## config.mk

```make
export PLATFORM = sky130hd
export DESIGN_NAME = root_port_ctl
export DESIGN_NICKNAME = d
export VERILOG_FILES = /design/src/hdl/port_ctl_pkg.sv /design/src/hdl/avalon_slave.sv /design/src/hdl/interval_timer.sv /design/src/hdl/root_port_ctl.sv
export SDC_FILE = /design/constraint.sdc
export NUM_CORES = 1
export LEC_CHECK = 0
export ABC_AREA = 1
export BUFFER_PORTS_ARGS = -buffer_cell sky130_fd_sc_hd__buf_2
export CAP_MARGIN = 10
export CORE_ASPECT_RATIO = 0.9
export CORE_UTILIZATION = 35
export CTS_CLUSTER_SIZE = 25
export DETAILED_ROUTE_END_ITERATION = 6
export SKIP_LAST_GASP = 1
export SLEW_MARGIN = 20
export SYNTH_ARGS = -nofsm -noshare
export SYNTH_HDL_FRONTEND = slang
export SYNTH_HIERARCHICAL = 1
export SYNTH_SLANG_ARGS = --single-unit
```

## constraint.sdc

```tcl
create_clock -name CLK -period 5.13 [get_ports CLK]
set_input_delay 1.2825 -clock CLK [delete_from_list [all_inputs] [get_ports CLK]]
set_output_delay 1.2825 -clock CLK [all_outputs]
set_load 0.005 [all_outputs]
```

## src/hdl/port_ctl_pkg.sv

```systemverilog
// constants, types and the rule summary for the root hub port status/control block
// What this block does
// set-reset write starts downstream reset; reset bit reads 1 while reset runs
// reset end raises reset-done change and clears the reset bit together
// software writes 1 at the reset bit to start reset; 0 is ignored
// set-reset with nothing attached starts nothing and raises the attach indication
// overcurrent bit reads 0 unless overcurrent is reported per port
// per-port mode: overcurrent bit shows the live overcurrent condition
// writing 1 to bit 3 resumes only a suspended port; 0 does nothing
// set-suspend sets suspend bit; held through resume; cleared with suspend-done change
// set-suspend with nothing attached leaves suspend clear, raises attach indication
// suspend bit also clears at reset completion and controller wake state; code clears it when a reset starts from suspend
// downstream resume during suspend is passed on to the controller
// enable bit may clear on overcurrent, disconnect, power off or bus error
// a hardware clear of enable also raises the enable change flag
// set-enable and clear-enable writes set and clear the enable bit
// enable never sets while no device is attached
// enable sets at reset completion and at suspend-sequence completion
// set-enable with nothing attached raises attach change flag instead
// bit 0 shows attachment; writes never change it
// power off clears attach, enable, suspend and reset bits
// downstream reset is held about 10 ms before completion is reported
package port_ctl_pkg;
   localparam logic [3:0] ADDR_STATUS  = 4'h0;  // word index 0: status/command
   localparam logic [3:0] ADDR_CHANGE  = 4'h1;  // word index 1: change flags, write 1 clears
   localparam logic [3:0] ADDR_CONFIG  = 4'h2;  // word index 2: configuration
   localparam int BIT_ATTACH   = 0;
   localparam int BIT_ENABLE   = 1;
   localparam int BIT_SUSPEND  = 2;
   localparam int BIT_OVERCUR  = 3;
   localparam int BIT_RESET    = 4;
   localparam int BIT_CLR_EN   = 0;   // clear-enable command position
   localparam int BIT_POWER    = 8;   // power status / set-power command
   localparam int BIT_CLR_PWR  = 9;   // clear-power command position
   localparam int CHG_ATTACH   = 0;
   localparam int CHG_ENABLE   = 1;
   localparam int CHG_SUSPEND  = 2;
   localparam int CHG_OVERCUR  = 3;
   localparam int CHG_RESET    = 4;
   localparam int CFG_PERPORT  = 0;
   localparam int CLK_MHZ      = 250;
   localparam int RESET_MS     = 10;
   localparam int RESET_CYCLES = RESET_MS * 1000 * CLK_MHZ;
   localparam int RESUME_MS    = 20;
   localparam int RESUME_CYCLES = RESUME_MS * 1000 * CLK_MHZ;
   localparam logic [4:0]  CHG_RESET_VAL = 5'h00;
   localparam logic        CFG_RESET_VAL = 1'b0;

   typedef enum logic [1:0] {
      ST_IDLE    = 2'b00,
      ST_RESET   = 2'b01,
      ST_SUSPEND = 2'b10,
      ST_RESUME  = 2'b11
   } port_state_t;

   typedef struct packed {
      logic        rd;
      logic        wr;
      logic [3:0]  addr;
      logic [31:0] wdata;
   } bus_req_t;

   typedef struct packed {
      logic attached;
      logic overcurrent;
      logic bus_error;
      logic remote_wake;
      logic ctl_wake;
   } port_in_t;
endpackage

```

## src/hdl/avalon_slave.sv

```systemverilog
// avalon-mm slave front end: one wait state, then a one-cycle request pulse gated by the ack register
`timescale 1ns/1ps
module avalon_slave
   import port_ctl_pkg::*;
(
   input  wire logic        clk,
   input  wire logic        rst,
   input  wire logic        read,
   input  wire logic        write,
   input  wire logic [3:0]  address,
   input  wire logic [31:0] writedata,
   output logic             waitrequest,
   output bus_req_t         req
);
   logic ack_reg;

   // the first cycle always waits so that read data settle from registers
   always_ff @(posedge clk) begin
      if (rst) begin
         ack_reg <= 1'b0;
      end else begin
         ack_reg <= (read || write) && !ack_reg;
      end
   end

   assign waitrequest = !ack_reg;

   always_comb begin
      req.rd    = read && ack_reg;
      req.wr    = write && ack_reg;
      req.addr  = address;
      req.wdata = writedata;
   end
endmodule

```

## src/hdl/interval_timer.sv

```systemverilog
// down-counter that reports one pulse when a loaded interval has elapsed
`timescale 1ns/1ps
module interval_timer
   import port_ctl_pkg::*;
(
   input  wire logic        clk,
   input  wire logic        rst,
   input  wire logic        load,
   input  wire logic [31:0] count,
   input  wire logic        abort,
   output logic             done
);
   logic [31:0] cnt_reg;
   logic        run_reg;

   always_ff @(posedge clk) begin
      if (rst || abort) begin
         cnt_reg <= 32'h0;
         run_reg <= 1'b0;
      end else if (load) begin
         cnt_reg <= count - 32'h1;
         run_reg <= 1'b1;
      end else if (run_reg) begin
         cnt_reg <= cnt_reg - 32'h1;
         if (cnt_reg == 32'h1) begin
            run_reg <= 1'b0;
         end
      end
   end

   always_ff @(posedge clk) begin
      if (rst || abort || load) begin
         done <= 1'b0;
      end else begin
         done <= run_reg && (cnt_reg == 32'h1);
      end
   end
endmodule

```

## src/hdl/root_port_ctl.sv

```systemverilog
// root hub port status and control with avalon-mm register access
`timescale 1ns/1ps
module root_port_ctl
   import port_ctl_pkg::*;
#(
   parameter int RESET_LEN  = RESET_CYCLES,
   parameter int RESUME_LEN = RESUME_CYCLES
) (
   input  wire logic        CLK,
   input  wire logic        SYS_RST,
   input  wire logic [3:0]  AVS_ADDRESS,
   input  wire logic        AVS_READ,
   input  wire logic        AVS_WRITE,
   input  wire logic [31:0] AVS_WRITEDATA,
   output logic [31:0]      AVS_READDATA,
   output logic             AVS_WAITREQUEST,
   input  wire logic        DEV_ATTACHED,
   input  wire logic        DEV_OVERCURRENT,
   input  wire logic        DEV_BUS_ERROR,
   input  wire logic        DEV_REMOTE_WAKE,
   input  wire logic        CTL_WAKE_STATE,
   output logic             PORT_RESET_DRIVE,
   output logic             PORT_SUSPEND_DRIVE,
   output logic             PORT_RESUME_DRIVE,
   output logic             WAKE_TO_CTL
);
   bus_req_t    req;
   logic        slave_wait;
   port_in_t    pin;
   port_state_t state_reg;
   logic        port_reset_active;
   logic        port_suspended_flag;
   logic        port_enabled_flag;
   logic        port_power_reg;
   logic        perport_oc_reg;
   logic [4:0]  change_reg;
   logic        attach_change_indication;
   logic        tmr_load;
   logic [31:0] tmr_count;
   logic        tmr_done;
   logic        wr_status;
   logic        wr_change;
   logic        wr_config;
   logic        set_reset;
   logic        set_suspend;
   logic        set_resume;
   logic        set_enable;
   logic        clr_enable;
   logic        set_power;
   logic        clr_power;
   logic        reset_done;
   logic        suspend_done;
   logic        hw_disable;
   logic        start_reset;
   logic        start_resume;
   logic        device_attached_flag;
   logic        port_overcurrent_flag;
   logic [31:0] status_word;
   logic [31:0] rdata_next;

   function automatic logic wbit(input bus_req_t r, input int pos);
      return r.wdata[pos];
   endfunction

   always_comb begin
      pin.attached    = DEV_ATTACHED;
      pin.overcurrent = DEV_OVERCURRENT;
      pin.bus_error   = DEV_BUS_ERROR;
      pin.remote_wake = DEV_REMOTE_WAKE;
      pin.ctl_wake    = CTL_WAKE_STATE;
   end

   avalon_slave u_slave (
      .clk         (CLK),
      .rst         (SYS_RST),
      .read        (AVS_READ),
      .write       (AVS_WRITE),
      .address     (AVS_ADDRESS),
      .writedata   (AVS_WRITEDATA),
      .waitrequest (slave_wait),
      .req         (req)
   );

   // the attach bit only counts while the port is powered
   assign device_attached_flag  = pin.attached && port_power_reg;
   assign port_overcurrent_flag = perport_oc_reg && pin.overcurrent;

   assign wr_status   = req.wr && (req.addr == ADDR_STATUS);
   assign wr_change   = req.wr && (req.addr == ADDR_CHANGE);
   assign wr_config   = req.wr && (req.addr == ADDR_CONFIG);
   assign set_reset   = wr_status && wbit(req, BIT_RESET);
   assign set_suspend = wr_status && wbit(req, BIT_SUSPEND);
   assign set_resume  = wr_status && wbit(req, BIT_OVERCUR);
   assign set_enable  = wr_status && wbit(req, BIT_ENABLE);
   assign clr_enable  = wr_status && wbit(req, BIT_CLR_EN);
   assign set_power   = wr_status && wbit(req, BIT_POWER);
   assign clr_power   = wr_status && wbit(req, BIT_CLR_PWR);
   assign reset_done   = (state_reg == ST_RESET) && tmr_done;
   assign suspend_done = (state_reg == ST_RESUME) && tmr_done;
   // overcurrent, disconnect and bus error pull the port out of service
   assign hw_disable  = port_enabled_flag &&
                        (pin.overcurrent || !device_attached_flag || pin.bus_error);

   // reset may not start on a detached port; the attach indication reports it
   assign attach_change_indication =
      (set_reset || set_suspend || set_enable) && !device_attached_flag;

   // a suspended port may be reset too; the controller wake state still wins
   assign start_reset  = set_reset && device_attached_flag &&
                         (state_reg == ST_IDLE || (state_reg == ST_SUSPEND && !pin.ctl_wake));
   assign start_resume = (state_reg == ST_SUSPEND) && !pin.ctl_wake && !set_reset &&
                         (set_resume || pin.remote_wake);
   assign tmr_load  = start_reset || start_resume;
   assign tmr_count = start_reset ? 32'(RESET_LEN) : 32'(RESUME_LEN);

   interval_timer u_timer (
      .clk   (CLK),
      .rst   (SYS_RST),
      .load  (tmr_load),
      .count (tmr_count),
      .abort (!device_attached_flag),
      .done  (tmr_done)
   );

   // port sequence: reset, suspend, resume
   always_ff @(posedge CLK) begin
      if (SYS_RST) begin
         state_reg <= ST_IDLE;
      end else if (!device_attached_flag) begin
         state_reg <= ST_IDLE;
      end else begin
         case (state_reg)
            ST_IDLE: begin
               if (set_reset) begin
                  state_reg <= ST_RESET;
               end else if (set_suspend) begin
                  state_reg <= ST_SUSPEND;
               end
            end
            ST_RESET: begin
               if (tmr_done) begin
                  state_reg <= ST_IDLE;
               end
            end
            ST_SUSPEND: begin
               if (pin.ctl_wake) begin
                  state_reg <= ST_IDLE;
               end else if (set_reset) begin
                  state_reg <= ST_RESET;
               end else if (set_resume || pin.remote_wake) begin
                  state_reg <= ST_RESUME;
               end
            end
            ST_RESUME: begin
               if (tmr_done) begin
                  state_reg <= ST_IDLE;
               end else if (pin.ctl_wake) begin
                  state_reg <= ST_IDLE;
               end
            end
            default: state_reg <= ST_IDLE;
         endcase
      end
   end

   assign port_reset_active   = (state_reg == ST_RESET);
   assign port_suspended_flag = (state_reg == ST_SUSPEND) || (state_reg == ST_RESUME);

   always_ff @(posedge CLK) begin
      if (SYS_RST) begin
         port_power_reg <= 1'b0;
      end else if (pin.overcurrent) begin
         port_power_reg <= 1'b0;
      end else if (clr_power) begin
         port_power_reg <= 1'b0;
      end else if (set_power) begin
         port_power_reg <= 1'b1;
      end
   end

   always_ff @(posedge CLK) begin
      if (SYS_RST) begin
         port_enabled_flag <= 1'b0;
      end else if (!device_attached_flag || hw_disable) begin
         port_enabled_flag <= 1'b0;
      end else if (reset_done || suspend_done) begin
         port_enabled_flag <= 1'b1;
      end else if (clr_enable) begin
         port_enabled_flag <= 1'b0;
      end else if (set_enable) begin
         port_enabled_flag <= 1'b1;
      end
   end

   // hardware sets win over a same-cycle write-1 clear
   always_ff @(posedge CLK) begin
      if (SYS_RST) begin
         change_reg <= CHG_RESET_VAL;
      end else begin
         change_reg <= (change_reg & ~(wr_change ? req.wdata[4:0] : 5'h00)) | {
            reset_done,
            pin.overcurrent && perport_oc_reg,
            suspend_done,
            hw_disable,
            attach_change_indication
         };
      end
   end

   always_ff @(posedge CLK) begin
      if (SYS_RST) begin
         perport_oc_reg <= CFG_RESET_VAL;
      end else if (wr_config) begin
         perport_oc_reg <= req.wdata[CFG_PERPORT];
      end
   end

   always_comb begin
      status_word = 32'h0;
      status_word[BIT_ATTACH]  = device_attached_flag;
      status_word[BIT_ENABLE]  = port_enabled_flag;
      status_word[BIT_SUSPEND] = port_suspended_flag;
      status_word[BIT_OVERCUR] = port_overcurrent_flag;
      status_word[BIT_RESET]   = port_reset_active;
      status_word[BIT_POWER]   = port_power_reg;
   end

   always_comb begin
      case (AVS_ADDRESS)
         ADDR_STATUS: rdata_next = status_word;
         ADDR_CHANGE: rdata_next = {27'h0, change_reg};
         ADDR_CONFIG: rdata_next = {31'h0, perport_oc_reg};
         default:     rdata_next = 32'h0;
      endcase
   end

   // read data are latched in the wait cycle and stand at the release edge
   always_ff @(posedge CLK) begin
      if (SYS_RST) begin
         AVS_READDATA <= 32'h0;
      end else if (AVS_READ && slave_wait) begin
         AVS_READDATA <= rdata_next;
      end
   end

   always_ff @(posedge CLK) begin
      if (SYS_RST) begin
         AVS_WAITREQUEST <= 1'b1;
      end else begin
         AVS_WAITREQUEST <= !((AVS_READ || AVS_WRITE) && slave_wait && AVS_WAITREQUEST);
      end
   end

   always_ff @(posedge CLK) begin
      if (SYS_RST) begin
         PORT_RESET_DRIVE   <= 1'b0;
         PORT_SUSPEND_DRIVE <= 1'b0;
         PORT_RESUME_DRIVE  <= 1'b0;
         WAKE_TO_CTL        <= 1'b0;
      end else begin
         PORT_RESET_DRIVE   <= (state_reg == ST_RESET);
         PORT_SUSPEND_DRIVE <= (state_reg == ST_SUSPEND);
         PORT_RESUME_DRIVE  <= (state_reg == ST_RESUME);
         WAKE_TO_CTL        <= (state_reg == ST_SUSPEND) && pin.remote_wake;
      end
   end

   property p_reset_blocked;
      @(posedge CLK) disable iff (SYS_RST)
      (set_reset && !device_attached_flag) |=> !port_reset_active && change_reg[CHG_ATTACH];
   endproperty
   a_reset_blocked: assert property (p_reset_blocked) else $error("reset began on empty port");

   property p_reset_end;
      @(posedge CLK) disable iff (SYS_RST)
      (reset_done && device_attached_flag && !hw_disable)
         |=> !port_reset_active && change_reg[CHG_RESET] && port_enabled_flag;
   endproperty
   a_reset_end: assert property (p_reset_end) else $error("reset completion wrong");

   property p_enable_needs_attach;
      @(posedge CLK) disable iff (SYS_RST)
      !device_attached_flag |=> !port_enabled_flag;
   endproperty
   a_enable_needs_attach: assert property (p_enable_needs_attach) else $error("enabled detached");

   property p_hw_disable;
      @(posedge CLK) disable iff (SYS_RST)
      hw_disable |=> !port_enabled_flag && change_reg[CHG_ENABLE];
   endproperty
   a_hw_disable: assert property (p_hw_disable) else $error("fault disable missed");

   property p_oc_hidden;
      @(posedge CLK) disable iff (SYS_RST)
      !perport_oc_reg |-> !status_word[BIT_OVERCUR];
   endproperty
   a_oc_hidden: assert property (p_oc_hidden) else $error("overcurrent bit shown");

   property p_suspend_set;
      @(posedge CLK) disable iff (SYS_RST)
      (state_reg == ST_IDLE && set_suspend && !set_reset && device_attached_flag)
         |=> port_suspended_flag;
   endproperty
   a_suspend_set: assert property (p_suspend_set) else $error("suspend not set");

   property p_suspend_blocked;
      @(posedge CLK) disable iff (SYS_RST)
      (set_suspend && !device_attached_flag) |=> !port_suspended_flag;
   endproperty
   a_suspend_blocked: assert property (p_suspend_blocked) else $error("suspended empty");

   property p_wake;
      @(posedge CLK) disable iff (SYS_RST)
      (state_reg == ST_SUSPEND && pin.remote_wake) |=> WAKE_TO_CTL;
   endproperty
   a_wake: assert property (p_wake) else $error("wake not passed on");

   property p_reset_start;
      @(posedge CLK) disable iff (SYS_RST)
      (state_reg == ST_IDLE && start_reset) |=> port_reset_active ##1 PORT_RESET_DRIVE;
   endproperty
   a_reset_start: assert property (p_reset_start) else $error("reset did not start");

   property p_ctl_wake;
      @(posedge CLK) disable iff (SYS_RST)
      (port_suspended_flag && pin.ctl_wake) |=> !port_suspended_flag;
   endproperty
   a_ctl_wake: assert property (p_ctl_wake) else $error("suspend kept in wake");

   property p_reset_unsuspend;
      @(posedge CLK) disable iff (SYS_RST)
      reset_done |=> !port_suspended_flag;
   endproperty
   a_reset_unsuspend: assert property (p_reset_unsuspend) else $error("suspend kept");

   property p_resume_end;
      @(posedge CLK) disable iff (SYS_RST)
      (suspend_done && device_attached_flag && !hw_disable)
         |=> !port_suspended_flag && change_reg[CHG_SUSPEND] && port_enabled_flag;
   endproperty
   a_resume_end: assert property (p_resume_end) else $error("resume completion wrong");

   property p_resume_idle;
      @(posedge CLK) disable iff (SYS_RST)
      (set_resume && state_reg == ST_IDLE) |=> state_reg != ST_RESUME;
   endproperty
   a_resume_idle: assert property (p_resume_idle) else $error("resumed idle port");

   property p_oc_read;
      @(posedge CLK) disable iff (SYS_RST)
      (AVS_READ && slave_wait && AVS_ADDRESS == ADDR_STATUS && !perport_oc_reg)
         |=> !AVS_READDATA[BIT_OVERCUR];
   endproperty
   a_oc_read: assert property (p_oc_read) else $error("overcurrent bit read");

   property p_attach_read;
      @(posedge CLK) disable iff (SYS_RST)
      (AVS_READ && slave_wait && AVS_ADDRESS == ADDR_STATUS)
         |=> AVS_READDATA[BIT_ATTACH] == $past(device_attached_flag);
   endproperty
   a_attach_read: assert property (p_attach_read) else $error("attach bit read wrong");
endmodule

```

# Word-level counts from Yosys, hierarchy flattened
# Index checks and enable logic that the tools add are counted.
# W data, S select, Z words.
# classes
n_bitwise,4
reduce_logical,53
eq_ne,10
add_sub_neg,2
mux,20
# ops
op,count
$mux W32,2
$eq A32 B1 Y1 const B,1
$sub A32 B1 Y32 const B,1
$logic_and A1 B1 Y1,27
$pmux W9 S3,1
$sub A23 B1 Y24 const B,1
$mux W23,1
$mux W2,8
$logic_or A1 B1 Y1,13
$pmux W2 S4,1
$mux W1,6
$and A5 B5 Y5,1
$logic_not A1 Y1,5
$mux W5,1
$not A5 Y5,1
$or A5 B5 Y5,1
$eq A2 B2 Y1 const B,2
$eq A4 B1 Y1 const B,1
$eq A4 B2 Y1 const B,1
$logic_not A4 Y1,1
$ne A4 B4 Y1 const B,1
$reduce_and A4 Y1,1
$reduce_or A2 Y1,2
$ne A3 B2 Y1 const B,1
8 further kinds,8
# totals
output_inout_bits,37
register_bits,82
word_cells,104
in_bits,45

# Logic depth before layout (Yosys ltp)
# Gate-level depths: netlist of the first run.
# depth
ltp_word,8
ltp_mapped,18
ltp_nobuf,18

# By module
# Netlist of the first run, hierarchy kept.
# by_module_without_submodules
module,area_per_inst_um2,cells_per_inst,n_inst,seq_area_each_um2
interval_timer,3218.1,565,1,680.7
root_port_ctl,1260.0,182,1,420.4
avalon_slave,329.1,46,1,20.0

# Worst setup path after synthesis of the first run
# OpenSTA, ideal clock, no wires.
# synth_timing
path_type,in2reg
startpoint,input AVS_ADDRESS[3]
endpoint,register u_timer.cnt_reg[1]
setup_slack_ps,900
arrival_ps,4115
n_path_buf,3
t_required_ps,5015
setup_time_ps,115
stages,13
cell_sequence,buf_4 -> nor2_4 -> nand4_4 -> nor3_2 -> inv_1 -> o21ai_0 -> buf_2 -> nor2_2 -> inv_1 -> clkbuf_1 -> nor2_1 -> o21ai_0 -> inv_1
# synth_between
elab_cells_between_ends,13
classes_between,1 x mux; 12 x reduce/logical
# synth_lines
item,line_no,text
"start, declared",root_port_ctl.sv:11,"input wire logic [3:0] AVS_ADDRESS,"
$logic_not A4 Y1 *,root_port_ctl.sv:88,assign wr_status = req.wr && (req.addr == ADDR_STATUS);
$logic_and A1 B1 Y1 *,root_port_ctl.sv:88,
$logic_and A1 B1 Y1 *,root_port_ctl.sv:91,"assign set_reset = wr_status && wbit(req, BIT_RESET);"
$logic_and A1 B1 Y1 * (2 in series),root_port_ctl.sv:109,assign start_reset = set_reset && device_attached_flag &&
via start_reset,root_port_ctl.sv:54,logic start_reset;
$logic_or A1 B1 Y1 *,root_port_ctl.sv:113,assign tmr_load = start_reset || start_resume;
via tmr_load,root_port_ctl.sv:38,logic tmr_load;
$mux W32 or $reduce_bool A2 Y1 (tied branches),n/a,
"end signal, assigned",interval_timer.sv:21,cnt_reg <= count - 32'h1;
"end signal, assigned",interval_timer.sv:24,cnt_reg <= cnt_reg - 32'h1;
"end, declared",interval_timer.sv:13,logic [31:0] cnt_reg;
# The timed path passes the listed nets; every way through them passes the cells marked *.
# A chain may end at the register's enable or synchronous reset.

==> out/metrics.csv, run 1 <==
stage,metric,value,unit
status,status,"complete, no violations",
routing,vias,4545,
cells_and_area,final_cell_count_no_fill,1008,
clock_tree,cts_tree,yes,
placed_design,hpwl,9110,um
clock_tree,clkTransAtPathRegs,0.07,ns
power,p_per_area,163,nW/um2
clock_tree,cts_hold_buf,0,
global_routing,grt_overflow_total,0,
critical_path,crit_path_end_kind,flop,
die,core,12800,um2
clock_tree,clk-insertion-delay-late,0.29,ns
die,io_pins,82,
routing,ant_nets,0,
sta,rsz0062_at_grt,false,
clock_tree,cts-resized-gates,0,
placed_design,portBuffers,30,
critical_path,cp.arrival,4.12,ns
critical_path,worstPathMaxFanout,27,
synth,syn_inst,766,
sta,fin_crit,3.93,ns
routing,wl_per_cell,11.7,um
clock_tree,clockBufferDepth,2,
routing,routed_wl,11800,um
die,rows,39,
routing,drcViolationCount,0,
critical_path,path_cells,"buf_2, nand2_1, inv_1, inv_2, nor2_4, nand4_4, nor3_2, buf_4, inv_1, o21ai_2, buf_4, nor2_2, inv_1, nor2_1, nor2_1, o21ai_1, nor2_1",
sta,timing.fmax,0.255,GHz
die,dieArea,13600,um2
cells_and_area,drive_above_1_share,11.4,%
cells_and_area,fin_nets,891,
flow_run,drv_cap,0,
clock_tree,clockRootBuffer,clkbuf_16,
synth,syn-mean-instance-area,6.02,um2
clock_tree,cts_made_buffers,5,
placed_design,place_congestion,0.861,
die,die_y,111,um
worst_hold_path,worstHoldPathCells,1,
die,start_util,36.1,%
global_routing,grt_max_degree,28,
placed_design,dp.cells,1000,
cells_and_area,syn_to_final_growth,11.5,%
global_routing,grt_first_pass_wirelength,19800,um
global_routing,grt_pass1_vias,3998,
global_routing,antenna_found_initial,0,
critical_path,critical_path_class,in2reg,
power,ir_drop,0.124,mV
cells_and_area,utilization,40.2,%
sta,worst_pin_slew,0.900,ns
critical_path,reg2reg_depth,15,
routing,vias_per_cell,4.51,
critical_path,critPathLaunchType,input port,
worst_hold_path,hp-class,reg2reg,
synth,synth_area,4610,um2
clock_tree,postCtsSetupBuffers,0,
sta,fin_setup_tns,0,ns
routing,drtIter0Drc,341,
clock_tree,h-tree-depth,2,
synth,yosysWarnings,6,
sta,relSlewSlack,40.0,%
clock_tree,clock-sinks,56,
cells_and_area,antennaDiodeCount,0,
sta,drv_slew,0,
sta,fin_skew,0.00628,ns
sta,timing.hold.ws,0.399,ns
global_routing,grt_use_total,18.3,%
critical_path,crit_path_top_delay_cell,nor2_2,
critical_path,max_stage_delay,0.74,ns
sta,finalHoldViolCount,0,
sta,finalCritPeriodShare,76.5,%
critical_path,cp.required,5.32,ns
die,die_w,123,um
routing,first_pass_iters,4,
sta,setup_viol,0,
cells_and_area,largest_register_ffs,32,
power,p_leak,2.45,nW
-- placed cells by master (no fill, tap or decap), drive strengths merged --
| cell type | instances |
|---|---|
| nand3 | 58 |
| o211ai | 7 |
| conb | 87 |
| o221ai | 1 |
| buf | 36 |
| xnor2 | 10 |
| clkinv | 2 |
| a31oi | 2 |
| nor4 | 2 |
| xor2 | 13 |
| a22oi | 2 |
| a311oi | 1 |
| inv | 102 |
| o211a | 1 |
| nor3b | 1 |
| clkbuf | 6 |
| dfxtp | 56 |
| o21bai | 4 |
| o21ai | 29 |
| o2111ai | 1 |
| nor3 | 11 |
| a21oi | 39 |
| nor2 | 156 |
| o22ai | 3 |
| clkinvlp | 1 |
| nand4 | 18 |
| o31ai | 3 |
| ha | 3 |
| nand2 | 189 |
-- metal layers --
layer / up-vias / global-route usage [%] / part of all wire [%]
met5: - / 0 / 0
li1: 2460 / - / -
met3: 12 / 2.83 / 5.9
met4: 0 / 4.42 / 1.3
met1: 1954 / 27.1 / 51
met2: 119 / 27.4 / 42
-- metrics by stage --
step	power (mW)	setup slack, ns	area, um2
finish	0.838	1.20	5140
CTS	0.845	1.25	5140
global route	0.874	1.01	5140
global placement	0.501	0.933	5000
detailed placement	0.501	0.969	5000
floorplan	0.507	0.900	4930
-- path summary, 6_finish.rpt --
path,from,end,slack (ns)
setup / recovery,AVS_WRITE,u_timer/cnt_reg[24]$_SDFFE_PP0P_,1.20
hold / removal,AVS_WAITREQUEST$_SDFF_PP1_,AVS_WAITREQUEST$_SDFF_PP1_,0.40
hold reg to reg,AVS_WAITREQUEST$_SDFF_PP1_,AVS_WAITREQUEST$_SDFF_PP1_,0.40
setup reg to reg,state_reg[1]$_SDFFE_PP0P_,u_timer/cnt_reg[24]$_SDFFE_PP0P_,1.95
-- report_power, final --
| part | total, mW | internal, mW | leakage (nW) | switching [mW] |
|---|---|---|---|---|
| sequential | 0.437 | 0.436 | 0.452 | 0.000937 |
| clock | 0.344 | 0.183 | 0.0671 | 0.162 |
| combinational | 0.0569 | 0.0174 | 1.93 | 0.0395 |
| total | 0.838 | 0.636 | 2.45 | 0.202 |
-- critical path, delay by kind of cell --
kind | cells | cell delay [ns]
AO/OA/AOI/OAI | 2 | 0.17
AND/OR/NAND/NOR | 8 | 1.27
buffers and inverters | 7 | 1.37
-- cell type report --
type	instances	area [um2]
Clock buffer	6	129
Tap cell	164	205
Inverter	103	387
Timing Repair Buffer	36	195
Fill cell	1420	7640
Sequential cell	56	1120
Multi-Input combinational cell	641	3090
Clock inverter	2	16.3
(Power assumes the default switching activity.)
==> run 2, diff against run 1 <==
--- a/config.mk
+++ b/config.mk
@@ -5,7 +5,7 @@
 export SDC_FILE = /design/constraint.sdc
 export NUM_CORES = 1
 export LEC_CHECK = 0
-export ABC_AREA = 1
+export ABC_AREA = 0
 export BUFFER_PORTS_ARGS = -buffer_cell sky130_fd_sc_hd__buf_2
 export CAP_MARGIN = 10
 export CORE_ASPECT_RATIO = 0.9
==> constraint.sdc (replaced) <==
create_clock -name CLK -period 3.45 [get_ports CLK]
set_input_delay 0.8625 -clock CLK [delete_from_list [all_inputs] [get_ports CLK]]
set_output_delay 0.8625 -clock CLK [all_outputs]
set_load 0.005 [all_outputs]
==> run 2 against run 1 <==
Net effect: core utilization is 1.8 points higher; count of clock-buffer cells in the layout is 1 lower; sequential cell count stayed put; setup slack worse by 0.61 ns; die area is 21% lower; highest routed layer unchanged.
==> out/metrics.csv, run 2 <==
stage,metric,value,unit,change
power,p_leak,1.60,nW,-35%
die,dieArea,10800,um2,-21%
synth,syn_inst,455,,-41%
critical_path,max_stage_delay,0.50,ns,-0.24 ns
cells_and_area,multi_input_area,2460,um2,-20%
critical_path,crit_path_end_kind,flop,,
clock_tree,cts_made_buffers,5,,unchanged
global_routing,grt_max_degree,32,,+14%
clock_tree,cts_tree,yes,,
critical_path,critical_path_class,in2reg,,
sta,finalCritPeriodShare,82.9,%,
sta,drv_slew,0,,unchanged
routing,routed_wl,8030,um,-32%
sta,rsz0062_at_grt,false,,
routing,vias_per_cell,4.84,,+7.3%
routing,wl_per_cell,12.2,um,+4.0%
clock_tree,clock-sinks,56,,unchanged
sta,fin_setup_tns,0,ns,unchanged
die,rows,34,,-13%
critical_path,cp.required,3.61,ns,-1.71 ns
critical_path,path_cells,"buf_2, and2_1, nor4b_4, nand3_1, or3b_4, nor4_1, nand2b_1, nor2_1, xnor2_1, a211oi_1",,
sta,fin_crit,2.86,ns,
clock_tree,clk-insertion-delay-late,0.29,ns,about the same
power,internal-power,1.02,mW,+60%
cells_and_area,fin_nets,578,,-35%
clock_tree,postCtsSetupBuffers,0,,unchanged
clock_tree,clockBufferDepth,2,,unchanged
clock_tree,clockRootBuffer,clkbuf_16,,
power,combPwrFrac,5.5,%,-1.3 points
sta,finalHoldViolCount,0,,unchanged
critical_path,rr_startpoint,u_slave/ack_reg$_SDFF_PP0_,,
routing,ant_nets,0,,unchanged
cells_and_area,drive_above_1_share,11.5,%,+0.11 points
cells_and_area,layout_common_cells,"conb_1, dfxtp_1, nor2_1, xnor2_1, buf_2",,
critical_path,reg2reg_depth,9,,-6
cells_and_area,syn_to_final_growth,14.0,%,
critical_path,worstPathMaxFanout,5,,-81%
worst_hold_path,hp-start,change_reg[3]$_SDFF_PP0_,,
critical_path,critPathLaunchType,input port,,
critical_path,cp.arrival,3.02,ns,-1.10 ns
synth,yosysWarnings,6,,unchanged
status,status,"complete, no violations",,
routing,vias,3178,,-30%
worst_hold_path,min_to,change_reg[3]$_SDFF_PP0_,,
cells_and_area,final_cell_count_no_fill,657,,-35%
flow_run,drv_cap,0,,unchanged
routing,drcViolationCount,0,,unchanged
placed_design,hpwl,5820,um,-36%
global_routing,grt_pass1_vias,3012,,-25%
clock_tree,h-tree-depth,2,,unchanged
power,ir_drop,0.177,mV,+43%
clock_tree,cts_hold_buf,0,,unchanged
cells_and_area,largest_register_ffs,32,,unchanged
clock_tree,clkTransAtPathRegs,0.07,ns,about the same
cells_and_area,seq_area,1120,um2,unchanged
synth,syn-mean-instance-area,8.00,um2,+33%
die,start_util,36.9,%,+0.83 points
die,core,9870,um2,-23%
sta,worst_pin_slew,0.916,ns,+0.0167 ns
placed_design,place_congestion,0.784,,-8.9%
global_routing,grt_use_total,15.6,%,-2.7 points
critical_path,crit_path_top_delay_cell,nor4_1,,
sta,setup_viol,0,,unchanged
placed_design,dp.cells,649,,-35%
critical_path,reg2reg_slack,0.88,ns,-1.07 ns
routing,drtIter0Drc,160,,-53%
power,seq_power_share,49.7,%,-2.4 points
routing,first_pass_iters,4,,unchanged
worst_hold_path,worstHoldPathCells,2,,+1
cells_and_area,antennaDiodeCount,0,,unchanged
power,pwr-share-clk,44.8,%,+3.7 points
critical_path,worstReg2RegEnd,u_timer/cnt_reg[8]$_SDFFE_PP0P_,,
clock_tree,cts-resized-gates,0,,unchanged
global_routing,grt_overflow_total,0,,unchanged
power,p_switching,0.288,mW,+43%
cells_and_area,final_common_cell,conb_1,,
sta,timing.fmax,0.350,GHz,
sta,fin_skew,0.00868,ns,+0.00240 ns
die,die_w,110,um,-11%
cells_and_area,utilization,42.1,%,+1.8 points
global_routing,grt_first_pass_wirelength,13600,um,-31%
cells_and_area,filler_cell_count,997,,-30%
worst_hold_path,hp-class,reg2reg,,
placed_design,portBuffers,30,,unchanged
global_routing,antenna_found_initial,0,,unchanged
sta,relSlewSlack,38.4,%,-1.5 points
die,io_pins,82,,unchanged
synth,synth_area,3640,um2,-21%
die,die_y,98.8,um,-11%
power,p_per_area,315,nW/um2,+93%
power,sw_frac_of_total,22.1,%,-2.0 points
==> run 2: cell type report <==
cell class,instances,area share [%]
Timing Repair Buffer,38,5.06
Clock inverter,3,1.15
Multi-Input combinational cell,420,59.2
Inverter,9,0.814
Clock buffer,5,3.01
Tap cell,126,3.80
Sequential cell,56,27.0
==> run 2: how the worst max path moves through the flow <==
stage / slack [ns] / endpoint / cells past startpoint / startpoint
after floorplan: 0.04 / u_timer/cnt_reg[8]$_SDFFE_PP0P_ / 11 / AVS_ADDRESS[1]
after global placement: 0.31 / u_timer/cnt_reg[8]$_SDFFE_PP0P_ / 10 / AVS_WRITE
after detailed placement: 0.30 / u_timer/cnt_reg[8]$_SDFFE_PP0P_ / 10 / AVS_WRITE
after CTS: 0.60 / u_timer/cnt_reg[8]$_SDFFE_PP0P_ / 10 / AVS_WRITE
after global routing: 0.38 / u_timer/cnt_reg[8]$_SDFFE_PP0P_ / 10 / AVS_WRITE
final: 0.59 / u_timer/cnt_reg[8]$_SDFFE_PP0P_ / 10 / AVS_WRITE
==> run 2: power by group through the flow <==
stage / Combinational (mW) / Sequential (mW) / Clock [mW]
CTS: 0.0681 / 0.649 / 0.606
detailed placement: 0.0680 / 0.664 / 0
finish: 0.0719 / 0.649 / 0.585
floorplan: 0.0788 / 0.664 / 0
global route: 0.0840 / 0.649 / 0.637
global placement: 0.0678 / 0.664 / 0
==> run 2: layer usage <==
layer  vias up  global-route usage (%)  wire, um
li1       1648                       -         -
met1      1451                    20.6      3900
met2        68                    25.7      3670
met3        11                    3.04       357
met4         0                    4.21       106
met5         -                       0         0
==> run 2: stage by stage <==
| stage | instance area, um2 | hold slack [ns] | power, mW | setup slack [ns] |
|---|---|---|---|---|
| CTS | 4150 | 0.454 | 1.32 | 0.595 |
| floorplan | 3970 | 0.421 | 0.743 | 0.0427 |
| finish | 4150 | 0.456 | 1.31 | 0.589 |
| global route | 4150 | 0.485 | 1.37 | 0.381 |
| detailed placement | 3980 | 0.439 | 0.732 | 0.304 |
| global placement | 3980 | 0.440 | 0.732 | 0.309 |
==> run 2: critical path: cells and delay by family <==
kind | cells | cell delay (ns)
buffers and inverters | 1 | 0.09
xor gates and xnor gates | 1 | 0.13
and+or+nand+nor | 7 | 1.86
AOI/OAI and AO/OA | 1 | 0.08
==> run 3, diff against run 2 <==
==> constraint.sdc (replaced) <==
create_clock -name CLK -period 2.37 [get_ports CLK]
set_input_delay 0.5925 -clock CLK [delete_from_list [all_inputs] [get_ports CLK]]
set_output_delay 0.5925 -clock CLK [all_outputs]
set_load 0.005 [all_outputs]
==> run 3 against run 2 <==
Net effect: combinational power is 61% higher; first-iteration DRC count increased by 35%; core utilization increased by 2.6 points; cell count increased by 3.7%; clock skew barely moved; power grew 39%; register-to-register slack worse by 0.70 ns; design area is 6.1% higher; global-route usage up 0.096 points; critical path type unchanged; largest cell class unchanged.
==> out/metrics.csv, run 3 (synthesis results as in run 2) <==
stage,metric,value,unit,change
critical_path,cp.arrival,2.42,ns,-0.60 ns
power,power,1.82,mW,+39%
cells_and_area,antennaDiodeCount,0,,unchanged
die,dieArea,10800,um2,unchanged
critical_path,rr_startpoint,u_slave/ack_reg$_SDFF_PP0_,,
routing,vias_per_cell,4.82,,-0.34%
global_routing,grt_overflow_total,0,,unchanged
placed_design,place_congestion,0.807,,+2.9%
cells_and_area,utilization,44.7,%,+2.6 points
placed_design,portBuffers,30,,unchanged
sta,relSlewSlack,64.7,%,+26 points
power,p_per_area,412,nW/um2,+31%
critical_path,cp.required,2.58,ns,-1.03 ns
routing,ant_nets,0,,unchanged
clock_tree,clockRootBuffer,clkbuf_16,,
critical_path,critPathLaunchType,input port,,
sta,finalHoldViolCount,0,,unchanged
global_routing,grt_pass1_vias,2995,,-0.56%
sta,setup_viol,0,,unchanged
sta,timing.fmax,0.453,GHz,
sta,finalCritPeriodShare,93.1,%,
cells_and_area,syn_to_final_growth,21.0,%,
sta,fin_crit,2.21,ns,
status,status,"complete, no violations",,
clock_tree,clkTransAtPathRegs,0.07,ns,about the same
power,p_leak,1.73,nW,+8.1%
clock_tree,clock-sinks,56,,unchanged
global_routing,grt_max_degree,21,,-34%
sta,worst_pin_slew,0.524,ns,-0.392 ns
global_routing,grt_first_pass_wirelength,13800,um,+1.7%
die,rows,34,,unchanged
clock_tree,clk-insertion-delay-late,0.29,ns,about the same
critical_path,worstPathMaxFanout,4,,-1
die,io_pins,82,,unchanged
sta,rsz0062_at_grt,false,,
global_routing,antenna_found_initial,0,,unchanged
clock_tree,postCtsSetupBuffers,0,,unchanged
placed_design,hpwl,6040,um,+3.8%
die,start_util,36.9,%,unchanged
die,die_w,110,um,unchanged
cells_and_area,largest_register_ffs,32,,unchanged
routing,drtIter0Drc,216,,+35%
routing,first_pass_iters,4,,unchanged
critical_path,critical_path_class,in2reg,,
clock_tree,cts_made_buffers,5,,unchanged
routing,vias,3283,,+3.3%
routing,drcViolationCount,0,,unchanged
global_routing,grt_use_total,15.7,%,+0.096 points
routing,routed_wl,8050,um,+0.30%
placed_design,dp.cells,673,,+3.7%
clock_tree,cts_hold_buf,0,,unchanged
sta,fin_skew,0.00846,ns,-0.000217 ns
worst_hold_path,hp-start,change_reg[3]$_SDFF_PP0_,,
cells_and_area,layout_common_cells,"conb_1, dfxtp_1, nor2_1, xnor2_1, buf_2",,
flow_run,drv_cap,0,,unchanged
cells_and_area,filler_cell_count,987,,-1.0%
clock_tree,h-tree-depth,2,,unchanged
sta,drv_slew,0,,unchanged
clock_tree,cts-resized-gates,0,,unchanged
cells_and_area,fin_nets,602,,+4.2%
cells_and_area,final_common_cell,conb_1,,
sta,fin_setup_tns,0,ns,unchanged
die,core,9870,um2,unchanged
cells_and_area,final_cell_count_no_fill,681,,+3.7%
routing,wl_per_cell,11.8,um,-3.2%
clock_tree,cts_tree,yes,,
critical_path,crit_path_end_kind,flop,,
worst_hold_path,hp-class,reg2reg,,
clock_tree,clockBufferDepth,2,,unchanged
die,die_y,98.8,um,unchanged
power,ir_drop,0.258,mV,+46%
critical_path,startpoint,AVS_WRITE,,
cells_and_area,drive_above_1_share,16.2,%,+4.7 points
==> run 3: worst paths after layout <==
check | slack, ns | end | cells past startpoint
worst max-delay path | 0.16 | u_timer/cnt_reg[8]$_SDFFE_PP0P_ | 12
worst min-delay path | 0.46 | change_reg[3]$_SDFF_PP0_ | 2
worst max register to register | 0.18 | u_timer/cnt_reg[8]$_SDFFE_PP0P_ | 11
worst min register to register | 0.46 | change_reg[3]$_SDFF_PP0_ | 2
==> run 3: layer usage <==
layer | global-route usage (%) | part of all wire [%] | vias to the layer above
li1 | - | - | 1701
met1 | 21.9 | 50 | 1523
met2 | 25.4 | 46 | 52
met3 | 2.31 | 2.6 | 7
met5 | 0 | 0 | -
met4 | 3.38 | 1.0 | 0
==> run 3: worst max-delay path, stage by stage <==
cell,delay (ns)
buf_2,0.08
and2_1,0.16
nor4b_4,0.27
nand3_2,0.14
or3b_4,0.47
buf_12,0.15
inv_8,0.05
nor4_4,0.04
nand2b_1,0.11
nor2_2,0.05
xnor2_1,0.12
a211oi_1,0.17
==> run 3: power breakdown <==
group          switching, mW  total [mW]  internal, mW
clock network          0.332       0.754         0.422
logic                 0.0733       0.116        0.0424
registers            0.00188       0.945         0.943
==> run 3: cell type report <==
type                    count  area, um2  share of cell area [%]
multi-input cells         420       2500                    56.6
well taps                 126        158                    3.58
clock buffers               7        143                    3.24
clock inverters             1       7.51                   0.170
repair buffers             62        440                    9.99
flip-flops and latches     56       1120                    25.4
inverters                   9       41.3                   0.937
==> run 3: stage by stage <==
stage	area [um2]	setup slack (ns)	hold WS, ns
5_1_grt	4410	0.0323	0.472
6_report	4410	0.165	0.458
3_3_place_gp	4260	-0.100	0.437
4_1_cts	4410	0.160	0.459
2_1_floorplan	4080	-0.350	0.421
3_5_place_dp	4260	-0.136	0.449
